### src/rtl/link_cfg_defs.svh
/*
 * shared constants for the serial link transport configuration pair:
 * register offsets, field positions, rate limits and band codes.
 * assumes both ends and the bench include it by bare name.
 */
// Overview of operation
// RULE1 - lane rate 1687.5..15500 Mbps, rate/40 <= converter rate
// RULE2 - lcm(20*ratio*out_rate/lane rate, ratio) at most 64
// RULE3 - above 13500 up to 15500 Mbps: band 0x30
// RULE4 - 6750 to 13500 Mbps: band 0x00
// RULE5 - 12-bit words, 3375 to 6750 Mbps: band 0x10
// RULE6 - 12-bit words, 1687.5 to 3375 Mbps: band 0x50
// RULE7 - 8-bit words, 1687.5 to 6750 Mbps: band 0x50
// RULE8 - K times F divisible by four, K per F
// RULE9 - output rate is converter rate over decimation
// RULE10 - 8-bit mode limits N, CS, lanes, converters
// RULE11 - decimation must be supported within the band
// RULE12 - lane rate scales with output rate per settings
// RULE13 - write band and settings before enabling link
`ifndef LINK_CFG_DEFS_SVH
`define LINK_CFG_DEFS_SVH

// device-side registers, 12-bit address, 8-bit data
`define DEV_BAND_ADDR      12'h56E
`define DEV_LANES_ADDR     12'h570
`define DEV_CONVS_ADDR     12'h571
`define DEV_OCTETS_ADDR    12'h572
`define DEV_FRAMES_ADDR    12'h573
`define DEV_RES_ADDR       12'h574
`define DEV_MODE_ADDR      12'h575
`define DEV_DECIM_ADDR     12'h576
`define DEV_ENABLE_ADDR    12'h577
`define DEV_STATUS_ADDR    12'h57F
`define DEV_MODE_CS_LSB    0
`define DEV_MODE_WIDE_BIT  2

// band codes
`define BAND_TOP           8'h30
`define BAND_HIGH          8'h00
`define BAND_MID           8'h10
`define BAND_LOW           8'h50

// rate limits in Mbps (minimum kept doubled to hold the half)
`define LANE_MIN_X2        32'd3375
`define LANE_MAX           32'd15500
`define LANE_TOP_LO        32'd13500
`define LANE_HIGH_LO       32'd6750
`define LANE_MID_LO        32'd3375
`define LANE_PER_CONV      32'd40
`define LCM_FACTOR         32'd20
`define LCM_MAX            32'd64

// controller registers on AXI4-Lite, byte addresses
`define REG_CTRL           6'h00
`define REG_LANE_RATE      6'h04
`define REG_CONV_RATE      6'h08
`define REG_DECIM          6'h0C
`define REG_LINK           6'h10
`define REG_STATUS         6'h14
`define CTRL_GO_BIT        0
`define LINK_L_LSB         0
`define LINK_M_LSB         4
`define LINK_F_LSB         8
`define LINK_K_LSB         16
`define LINK_N_LSB         24
`define LINK_CS_LSB        28
`define LINK_WIDE_BIT      30
`define ST_BUSY_BIT        0
`define ST_DONE_BIT        1
`define ST_RATE_ERR_BIT    2
`define ST_LCM_ERR_BIT     3
`define ST_DECIM_ERR_BIT   4
`define ST_BAND_LSB        8
`define AXI_OKAY           2'b00
`define AXI_SLVERR         2'b10

`endif

### src/rtl/link_cfg_pkg.sv
/*
 * types shared by the controller and the converter end.
 * assumes nothing beyond a SystemVerilog compiler.
 */
package link_cfg_pkg;
    typedef enum {ST_IDLE, ST_CHECK, ST_GCD, ST_WRITE, ST_WAIT, ST_DONE} host_state_t;
    typedef logic [11:0] cfg_addr_t;
    typedef logic [7:0]  cfg_data_t;
endpackage : link_cfg_pkg

### src/rtl/cfg_port_if.sv
/*
 * configuration port between controller and converter end.
 * assumes one shared clock; the request holds until the one-cycle ack.
 */
interface cfg_port_if;
    import link_cfg_pkg::*;
    logic      req;
    logic      wr;
    cfg_addr_t addr;
    cfg_data_t wdata;
    logic      ack;
    cfg_data_t rdata;
    modport dev  (input req, input wr, input addr, input wdata, output ack, output rdata);
    modport host (output req, output wr, output addr, output wdata, input ack, input rdata);
endinterface : cfg_port_if

### src/rtl/link_cfg_host.sv
/*
 * controller end: AXI4-Lite registers take the wanted rates and link
 * settings, the constraints are checked, the band is chosen and the
 * whole set is written to the converter, enable last, if no check fails.
 * assumes the converter answers each request with a one-cycle ack.
 */
`include "link_cfg_defs.svh"
module link_cfg_host
    import link_cfg_pkg::*;
#(
    parameter int RATE_W = 16
)(
    input  wire logic        SYS_CLK,
    input  wire logic        RST_N,
    cfg_port_if.host         CFG,
    input  wire logic [5:0]  AWADDR,
    input  wire logic        AWVALID,
    output logic             AWREADY,
    input  wire logic [31:0] WDATA,
    input  wire logic [3:0]  WSTRB,
    input  wire logic        WVALID,
    output logic             WREADY,
    output logic [1:0]       BRESP,
    output logic             BVALID,
    input  wire logic        BREADY,
    input  wire logic [5:0]  ARADDR,
    input  wire logic        ARVALID,
    output logic             ARREADY,
    output logic [31:0]      RDATA,
    output logic [1:0]       RRESP,
    output logic             RVALID,
    input  wire logic        RREADY
);
    if (RATE_W < 8 || RATE_W > 24) $error("RATE_W out of range");

    localparam logic [3:0] LAST_WRITE = 4'd8;

    // bus slave state
    logic        aw_full, w_full, next_aw_full, next_w_full;
    logic [5:0]  aw_addr, next_aw_addr;
    logic [31:0] w_data, next_w_data;
    logic [3:0]  w_strb, next_w_strb;
    logic        next_awready, next_wready, next_bvalid, next_arready, next_rvalid;
    logic [1:0]  next_bresp, next_rresp;
    logic [31:0] next_rdata, wr_merged;
    logic        fire;
    // software registers
    logic [31:0] lane_rate, conv_rate, link, next_lane_rate, next_conv_rate, next_link;
    logic [7:0]  decim, next_decim;
    logic        go;
    // sequencer state
    host_state_t state, next_state;
    logic [3:0]  idx, next_idx;
    logic [31:0] ga, gb, next_ga, next_gb;
    logic        busy, done, rate_err, lcm_err, decim_err;
    logic        next_done, next_rate_err, next_lcm_err, next_decim_err;
    logic [7:0]  band, next_band;
    logic        req, next_req;
    cfg_addr_t   addr, next_addr;
    cfg_data_t   wdat, next_wdat;
    logic [31:0] num, ratio, ratio_rem, lane_x2, lcm;
    logic [31:0] status;

    // merge byte strobes onto the register being written
    function automatic logic [31:0] merge(input logic [31:0] old, input logic [31:0] nw,
                                          input logic [3:0] strb);
        logic [31:0] res;
        res = old;
        for (int b = 0; b < 4; b++)
            if (strb[b])
                res[b*8+:8] = nw[b*8+:8];
        return res;
    endfunction : merge

    // decimation ratios supported within each band; finer per-row limits are software's
    function automatic logic decim_allowed(input logic [7:0] d, input logic [7:0] bnd);
        logic listed;
        logic [7:0] cap;
        listed = (d >= 8'h01 && d <= 8'h06) || d == 8'h08 || d == 8'h0A || d == 8'h0C
              || d == 8'h0F || d == 8'h10 || d == 8'h14 || d == 8'h18 || d == 8'h1E
              || d == 8'h30;
        case (bnd)
            `BAND_TOP:  cap = 8'h04;
            `BAND_HIGH: cap = 8'h18;
            `BAND_MID:  cap = 8'h30;
            default:    cap = 8'h30;
        endcase
        return listed && (d <= cap);
    endfunction : decim_allowed

    assign status = {16'h0000, band, 3'b000, decim_err, lcm_err, rate_err, done, busy};
    assign fire   = aw_full && w_full && !BVALID;
    assign wr_merged = merge(32'h0, w_data, w_strb);

    // AXI4-Lite channels: address and data taken in either order, one write at a time
    always_comb
    begin
        next_aw_full = aw_full; next_aw_addr = aw_addr;
        next_w_full  = w_full;  next_w_data  = w_data; next_w_strb = w_strb;
        next_bvalid  = BVALID && !BREADY;
        next_bresp   = BRESP;
        if (AWVALID && AWREADY)
        begin
            next_aw_full = 1'b1;
            next_aw_addr = AWADDR;
        end
        if (WVALID && WREADY)
        begin
            next_w_full = 1'b1;
            next_w_data = WDATA;
            next_w_strb = WSTRB;
        end
        if (fire)
        begin
            next_aw_full = 1'b0;
            next_w_full  = 1'b0;
            next_bvalid  = 1'b1;
            next_bresp   = (aw_addr > `REG_LINK || aw_addr[1:0] != 2'b00) ? `AXI_SLVERR
                                                                           : `AXI_OKAY;
        end
        next_awready = !next_aw_full;
        next_wready  = !next_w_full;
        next_rvalid  = RVALID && !RREADY;
        next_rdata   = RDATA;
        next_rresp   = RRESP;
        if (ARVALID && ARREADY)
        begin
            next_rvalid = 1'b1;
            next_rresp  = `AXI_OKAY;
            case (ARADDR)
                `REG_CTRL:      next_rdata = {31'h0, busy};
                `REG_LANE_RATE: next_rdata = lane_rate;
                `REG_CONV_RATE: next_rdata = conv_rate;
                `REG_DECIM:     next_rdata = {24'h0, decim};
                `REG_LINK:      next_rdata = link;
                `REG_STATUS:    next_rdata = status;
                default:
                begin
                    next_rdata = 32'h0;
                    next_rresp = `AXI_SLVERR;
                end
            endcase
        end
        next_arready = !next_rvalid;
    end

    // software registers; a go while busy is ignored
    always_comb
    begin
        next_lane_rate = lane_rate; next_conv_rate = conv_rate;
        next_link = link; next_decim = decim; go = 1'b0;
        if (fire)
        begin
            case (aw_addr)
                `REG_CTRL:      go = wr_merged[`CTRL_GO_BIT] && !busy;
                `REG_LANE_RATE: next_lane_rate = merge(lane_rate, w_data, w_strb);
                `REG_CONV_RATE: next_conv_rate = merge(conv_rate, w_data, w_strb);
                `REG_DECIM:     next_decim = 8'(merge({24'h0, decim}, w_data, w_strb));
                `REG_LINK:      next_link = merge(link, w_data, w_strb);
                default:        ;
            endcase
        end
    end

    // constraint arithmetic from the programmed rates
    always_comb
    begin
        lane_x2   = {lane_rate[30:0], 1'b0};
        num       = `LCM_FACTOR * conv_rate; // ratio*out_rate equals converter rate
        ratio     = (lane_rate == 32'd0) ? 32'd0 : num / lane_rate;
        ratio_rem = (lane_rate == 32'd0) ? 32'd1 : num % lane_rate;
        lcm       = (ga == 32'd0) ? 32'hFFFF_FFFF : (ratio * 32'(decim)) / ga;
    end

    // sequencer: check, gcd by subtraction, then write the set in order
    always_comb
    begin
        next_state = state; next_idx = idx; next_ga = ga; next_gb = gb;
        next_done = done; next_rate_err = rate_err; next_lcm_err = lcm_err;
        next_decim_err = decim_err; next_band = band;
        next_req = req; next_addr = addr; next_wdat = wdat;
        case (state)
            ST_IDLE:
                if (go)
                begin
                    next_done = 1'b0;
                    next_state = ST_CHECK;
                end
            ST_CHECK:
            begin
                if (lane_rate > `LANE_TOP_LO)        next_band = `BAND_TOP;  // [RULE3]
                else if (lane_rate >= `LANE_HIGH_LO) next_band = `BAND_HIGH; // [RULE4]
                else if (link[`LINK_WIDE_BIT] && lane_rate >= `LANE_MID_LO)
                                                     next_band = `BAND_MID;  // [RULE5]
                else if (link[`LINK_WIDE_BIT])       next_band = `BAND_LOW;  // [RULE6]
                else                                 next_band = `BAND_LOW;  // [RULE7]
                next_rate_err = (lane_x2 < `LANE_MIN_X2) || (lane_rate > `LANE_MAX) // [RULE1]
                             || (lane_rate > `LANE_PER_CONV * conv_rate);           // [RULE1]
                next_lcm_err = (ratio_rem != 32'd0) || (ratio == 32'd0)
                            || (ratio > `LCM_MAX) || (decim == 8'h00);              // [RULE2]
                next_ga = ratio;
                next_gb = {24'h0, decim};
                next_state = ST_GCD;
            end
            ST_GCD:
                if (lcm_err || ga == gb || ga == 32'd0 || gb == 32'd0)
                begin
                    next_lcm_err = lcm_err || (lcm > `LCM_MAX);                     // [RULE2]
                    next_decim_err = !decim_allowed(decim, band);                   // [RULE11]
                    next_idx = 4'd0;
                    next_state = ST_WRITE;
                end
                else if (ga > gb)
                    next_ga = ga - gb;
                else
                    next_gb = gb - ga;
            ST_WRITE:
                if (rate_err || lcm_err || decim_err)
                begin
                    next_done = 1'b1;  // refuse to program a set that breaks a limit
                    next_state = ST_IDLE;
                end
                else
                begin
                    next_req = 1'b1;
                    next_state = ST_WAIT;
                    case (idx) // band and settings go before enable
                        4'd0: begin next_addr = `DEV_BAND_ADDR;   next_wdat = band;           end // [RULE13]
                        4'd1: begin next_addr = `DEV_LANES_ADDR;  next_wdat = {5'h0, link[`LINK_L_LSB+:3]}; end
                        4'd2: begin next_addr = `DEV_CONVS_ADDR;  next_wdat = {4'h0, link[`LINK_M_LSB+:4]}; end
                        4'd3: begin next_addr = `DEV_OCTETS_ADDR; next_wdat = {3'h0, link[`LINK_F_LSB+:5]}; end
                        4'd4: begin next_addr = `DEV_FRAMES_ADDR; next_wdat = {2'h0, link[`LINK_K_LSB+:6]}; end
                        4'd5: begin next_addr = `DEV_RES_ADDR;    next_wdat = {4'h0, link[`LINK_N_LSB+:4]}; end
                        4'd6: begin next_addr = `DEV_MODE_ADDR;
                                    next_wdat = {5'h0, link[`LINK_WIDE_BIT], link[`LINK_CS_LSB+:2]}; end
                        4'd7: begin next_addr = `DEV_DECIM_ADDR;  next_wdat = decim;          end
                        default: begin next_addr = `DEV_ENABLE_ADDR; next_wdat = 8'h01;     end // [RULE13]
                    endcase
                end
            ST_WAIT:
                if (CFG.ack)
                begin
                    next_req = 1'b0;
                    next_idx = idx + 4'd1;
                    next_state = (idx == LAST_WRITE) ? ST_DONE : ST_WRITE;
                end
            ST_DONE:
            begin
                next_done = 1'b1;
                next_state = ST_IDLE;
            end
            default: next_state = ST_IDLE;
        endcase
    end

    assign busy = (state != ST_IDLE);

    // all registers of the controller
    always_ff @(posedge SYS_CLK)
    begin
        if (!RST_N)
        begin
            aw_full <= 1'b0; w_full <= 1'b0; aw_addr <= 6'h00; w_data <= 32'h0;
            w_strb <= 4'h0; AWREADY <= 1'b0; WREADY <= 1'b0; BVALID <= 1'b0;
            BRESP <= `AXI_OKAY; ARREADY <= 1'b0; RVALID <= 1'b0; RDATA <= 32'h0;
            RRESP <= `AXI_OKAY; lane_rate <= 32'h0; conv_rate <= 32'h0;
            link <= 32'h0; decim <= 8'h01; state <= ST_IDLE; idx <= 4'd0;
            ga <= 32'h0; gb <= 32'h0; done <= 1'b0; rate_err <= 1'b0;
            lcm_err <= 1'b0; decim_err <= 1'b0; band <= `BAND_HIGH;
            req <= 1'b0; addr <= 12'h000; wdat <= 8'h00;
        end
        else
        begin
            aw_full <= next_aw_full; w_full <= next_w_full; aw_addr <= next_aw_addr;
            w_data <= next_w_data; w_strb <= next_w_strb; AWREADY <= next_awready;
            WREADY <= next_wready; BVALID <= next_bvalid; BRESP <= next_bresp;
            ARREADY <= next_arready; RVALID <= next_rvalid; RDATA <= next_rdata;
            RRESP <= next_rresp; lane_rate <= next_lane_rate; conv_rate <= next_conv_rate;
            link <= next_link; decim <= next_decim; state <= next_state; idx <= next_idx;
            ga <= next_ga; gb <= next_gb; done <= next_done; rate_err <= next_rate_err;
            lcm_err <= next_lcm_err; decim_err <= next_decim_err; band <= next_band;
            req <= next_req; addr <= next_addr; wdat <= next_wdat;
        end
    end

    assign CFG.req   = req;
    assign CFG.wr    = 1'b1;
    assign CFG.addr  = addr;
    assign CFG.wdata = wdat;
endmodule : link_cfg_host

### src/flat_wrapper.sv
// flat-port wrapper written by rule: the top's interface ports become plain ports
module link_cfg_host_flat import link_cfg_pkg::*;
#(
    parameter int RATE_W = 16
)
  (SYS_CLK, RST_N, AWADDR, AWVALID, AWREADY, WDATA, WSTRB, WVALID, WREADY, BRESP, BVALID, BREADY, ARADDR, ARVALID, ARREADY, RDATA, RRESP, RVALID, RREADY, CFG_req, CFG_wr, CFG_addr, CFG_wdata, CFG_ack, CFG_rdata);
  cfg_port_if CFG_i ();
  input  wire logic SYS_CLK;
  input  wire logic RST_N;
  input  wire logic [5:0] AWADDR;
  input  wire logic AWVALID;
  output logic AWREADY;
  input  wire logic [31:0] WDATA;
  input  wire logic [3:0] WSTRB;
  input  wire logic WVALID;
  output logic WREADY;
  output logic [1:0] BRESP;
  output logic BVALID;
  input  wire logic BREADY;
  input  wire logic [5:0] ARADDR;
  input  wire logic ARVALID;
  output logic ARREADY;
  output logic [31:0] RDATA;
  output logic [1:0] RRESP;
  output logic RVALID;
  input  wire logic RREADY;
  output wire logic [$bits(CFG_i.req)-1:0] CFG_req;
  output wire logic [$bits(CFG_i.wr)-1:0] CFG_wr;
  output wire logic [$bits(CFG_i.addr)-1:0] CFG_addr;
  output wire logic [$bits(CFG_i.wdata)-1:0] CFG_wdata;
  input wire logic [$bits(CFG_i.ack)-1:0] CFG_ack;
  input wire logic [$bits(CFG_i.rdata)-1:0] CFG_rdata;
  assign CFG_req = CFG_i.req;
  assign CFG_wr = CFG_i.wr;
  assign CFG_addr = CFG_i.addr;
  assign CFG_wdata = CFG_i.wdata;
  assign CFG_i.ack = CFG_ack;
  assign CFG_i.rdata = CFG_rdata;
  link_cfg_host #(.RATE_W(RATE_W)) u_core (.SYS_CLK(SYS_CLK), .RST_N(RST_N), .CFG(CFG_i), .AWADDR(AWADDR), .AWVALID(AWVALID), .AWREADY(AWREADY), .WDATA(WDATA), .WSTRB(WSTRB), .WVALID(WVALID), .WREADY(WREADY), .BRESP(BRESP), .BVALID(BVALID), .BREADY(BREADY), .ARADDR(ARADDR), .ARVALID(ARVALID), .ARREADY(ARREADY), .RDATA(RDATA), .RRESP(RRESP), .RVALID(RVALID), .RREADY(RREADY));
endmodule
### config.mk
export PLATFORM = sky130hd
export DESIGN_NAME = link_cfg_host_flat
export DESIGN_NICKNAME = d
export VERILOG_FILES = /design/src/rtl/link_cfg_pkg.sv /design/src/rtl/cfg_port_if.sv /design/src/rtl/link_cfg_host.sv /design/src/flat_wrapper.sv
export VERILOG_INCLUDE_DIRS = /design/src /design/src/rtl
export SDC_FILE = /design/constraint.sdc
export NUM_CORES = 2
export LEC_CHECK = 0
export BUFFER_PORTS_ARGS = -buffer_cell sky130_fd_sc_hd__buf_2
export CORE_ASPECT_RATIO = 1.2
export CORE_MARGIN = 1
export CORE_UTILIZATION = 50
export CTS_CLUSTER_DIAMETER = 40
export DETAILED_ROUTE_END_ITERATION = 12
export GPL_TIMING_DRIVEN = 0
export PLACE_DENSITY = 0.66
export SYNTH_ARGS = -nofsm -noshare
export SYNTH_HDL_FRONTEND = slang
export SYNTH_SLANG_ARGS = --single-unit
### constraint.sdc
create_clock -name SYS_CLK -period 163.1 [get_ports SYS_CLK]
set_input_delay 32.62 -clock SYS_CLK [delete_from_list [all_inputs] [get_ports SYS_CLK]]
set_output_delay 32.62 -clock SYS_CLK [all_outputs]
set_load 0.01 [all_outputs]
==> impl_results.md <==
* CTS tree: built
* Die X at 374 um
* Reg2Reg Setup Slack at 4.56 ns
* Gr ovfl total at 0
* Setup ws final at ~4.6 ns
* Initial Utilization at 0.504
* Final min period at 158.54 ns
* Most common cell in the synthesized netlist: nand2_1
* Nets at 13,662
* Yosys top cell by area: ha_1
* CTS Buf Count at 36
* Failing checks: max-capacitance violations, max-slew violations
* Worst setup SP type: flop
* Synth top area share at 0.188
* IO Port Bufs at approximately 110
* First-pass GRT wire length at 549,000 um
* Multi-input logic area at 76,100 um2
* Worst endpoint required time at about 160 ns
* Fillers at approximately 16,000
* Cell variety after synth at 100
* Slowest CP cell: a31oi_1
* Period utilization at 0.972
* Seq/Total Area, Yosys at 0.0676
* Core ar. at 165,000 um2
* EDFF count, synth at 0
* IO Count at 127
* Critical Path End Type: flop
* Async set-or-reset flop fraction in the synthesized netlist at 0
* CTS Buffer Depth at 3
* Number of global-route vias before repair at 91,392
* Drt drc at 0
* CP Data Arrival Time at 158.90 ns
* Worst-path clk slew at about 0.060 ns
* TritonRoute pass-1 iters at 9
* Endpoints failing setup at 0
* Leading cell types by count after synthesis: nand2_1 (1,334), ha_1 (1,247), nor2_1 (1,145), a21oi_1 (935), o21ai_0 (722)
* Avg Vias per Cell at 6.68
* Clock sink count at 280
* Fin. max-slew vios at 19
* Layout cells sized above 1 at 0.103
* Initial detailed-routing violation count at 9,006
* Synthesized area per cell at 6.98 um2
* Die area at 168,000 um2
* Worst-path fanout max at 10
* CP max stage delay at 0.82 ns
* DR WL/cell at 26.0 um
* Final WL at 373,000 um
* Hold Crit Class: flop to flop
* Number of max-cap violations at 1
* Die Y at roughly 450 um
* Storage cell area at 5610 um2
* Htree depth at 2
* Crit-path most repeated cell: ha_1
* Largest net degree at the start of global routing at 28
* GRT Total Usage at 0.422
* Run status: finished, violations left
* DR vias at 95,905
* Initial antenna violation count at 12
* Clk_lat worst skew at 0.57 ns
* Max transition margin at -0.00942
* Area grow syn2layout at 11.5%
* Pre-CTS setup slack at -46.25 ns
* Mapped cell area at 82,900 um2
* Mapped Cells at 11,880
* Final core utilization at 0.562
* Clk_skew at 0.0251 ns
* Crit path kind: flop to flop
* Area contributors post-synth: ha_1 (19%), dfxtp_1 (6.8%), nand2_1 (6.0%), a21oi_1 (5.6%), nor2_1 (5.2%)
* HPWL after DPL at 302,000 um
* Top FF cell, synth: dfxtp_1
* Std-Cell Rows at 163
* Yosys reg bits at 280
* Final-report hold violation count at 0
* GPL Wtd Cong at 1.01
* Yosys warning total at 0
* Fmax at 0.00631 GHz
* Root Buffer: clkbuf_16
* Worst-Margin Slew at 1.51 ns
* Antenna Nets Post-Route at 0
-- cell type report --
| class | instances | share of cell area |
|---|---|---|
| tap | 2145 | 0.0290 |
| antenna | 5 | 0.000135 |
| inverter | 605 | 0.0246 |
| multi-input combinational | 10547 | 0.823 |
| sequential | 280 | 0.0607 |
| clock inverter | 17 | 0.00252 |
| clock buffer | 46 | 0.0108 |
| timing repair buffer | 294 | 0.0248 |
| buffer | 427 | 0.0241 |
-- kinds of logic (layout without fill, tap and decap cells) --
logic type,after synthesis,count (layout),synth area share
muxes,234,234,0.0302
buffers and inverters,1057,1389,0.0484
adders and majority gates,1411,1411,0.227
AOI/OAI and AO/OA,3732,3732,0.296
other,2,11,0.0000905
and+or+nand+nor,4396,4396,0.249
DFF,280,280,0.0676
xor gates and xnor gates,768,768,0.0816
-- layout by cell type (no fill, tap or decap), types with 50 or more instances in the layout --
cell type / netlist / final
mux2i_1: 114 / 110
clkbuf_1: 407 / 232
nor4_1: 82 / 69
buf_2: 4 / 133
or2_2: 88 / 84
or3_1: 126 / 124
o21ai_0: 722 / 654
a31oi_1: 156 / 133
a21o_1: 413 / 411
o211ai_1: 113 / 113
o21a_1: 330 / 320
a211oi_1: 89 / 59
mux2_2: 117 / 117
xnor2_1: 472 / 472
o21bai_1: 116 / 106
fa_1: 160 / 160
and3_1: 124 / 122
nand2_1: 1334 / 1327
a21oi_2: 1 / 50
nor2_1: 1145 / 1115
ha_1: 1247 / 1242
a21boi_0: 155 / 145
nor3_1: 456 / 427
nor2b_1: 178 / 176
a21oi_1: 935 / 876
buf_4: 9 / 192
nand3_1: 337 / 328
xor2_1: 293 / 293
clkbuf_4: 0 / 65
dfxtp_1: 280 / 276
and2_1: 116 / 113
nand2b_1: 120 / 116
inv_1: 602 / 573
nand4_1: 121 / 121
o21ai_1: 26 / 55
o31ai_1: 90 / 68
-- per-layer routing --
metal / up-vias / global-route usage / part of all wire
met5: - / 0 / 0.000080
met3: 1457 / 0.0629 / 0.081
met4: 4 / 0.299 / 0.084
met2: 4713 / 0.708 / 0.45
li1: 44115 / - / -
met1: 45616 / 0.493 / 0.38
-- through the flow --
step | cells | TNS [ns] | hold slack [ns] | area (um2)
detailed placement | 14173 | -46.25 | 0.461 | 86800
global placement | 14140 | -48.08 | 0.451 | 86200
CTS | 14264 | 0 | 0.470 | 90300
global route | 14361 | -0.604 | 0.489 | 92500
floorplan | 11884 | 0 | 0.438 | 83000
finish | 14366 | 0 | 0.470 | 92500
-- path summary, 6_finish.rpt --
kind                                startpoint                            to  depth (start not counted)
min               u_core.link[31]$_SDFFE_PN0P_  u_core.link[31]$_SDFFE_PN0P_                          2
max reg2reg  u_core.conv_rate[14]$_SDFFE_PN0P_   u_core.lcm_err$_SDFFE_PN0P_                        689
min reg2reg       u_core.link[31]$_SDFFE_PN0P_  u_core.link[31]$_SDFFE_PN0P_                          2
max          u_core.conv_rate[14]$_SDFFE_PN0P_   u_core.lcm_err$_SDFFE_PN0P_                        689
-- critical path, delay by kind of cell (launching register included) --
kind            cells  cell delay [ns]
compound gates    330            73.38
xor+xnor            2             0.23
fa+ha+maj          72            23.25
buf+inv            91            19.13
flops               1             0.46
mux                10             3.55
simple gates      184            37.87
-- repair_timing --
item | 4_1_cts | 5_1_grt
resized for setup | 588 | 430
cloned | 0 | 0
pin swaps | 42 | 96
setup buffers | 46 | 104
endpoints found under the setup margin | 1 | 1
endpoints found under the hold margin | 0 | 0
hold buffers | 0 | 0
-- flip-flops by register name, summed over array words and instances, names as in the netlist, 3 cells and up --
signal,cells
u_core.conv_rate,32
u_core.state,3
u_core.w_strb,4
u_core.w_data,32
u_core.lane_rate,32
u_core.CFG.addr,6
u_core.link,32
u_core.gb,32
u_core.aw_addr,6
u_core.decim,8
u_core.idx,4
u_core.band,3
u_core.ga,32
u_core.CFG.wdata,8
u_core.RDATA,32
Power is not shown: default switching activity piles up to over one toggle a cycle in this logic, so the estimate is an artifact.
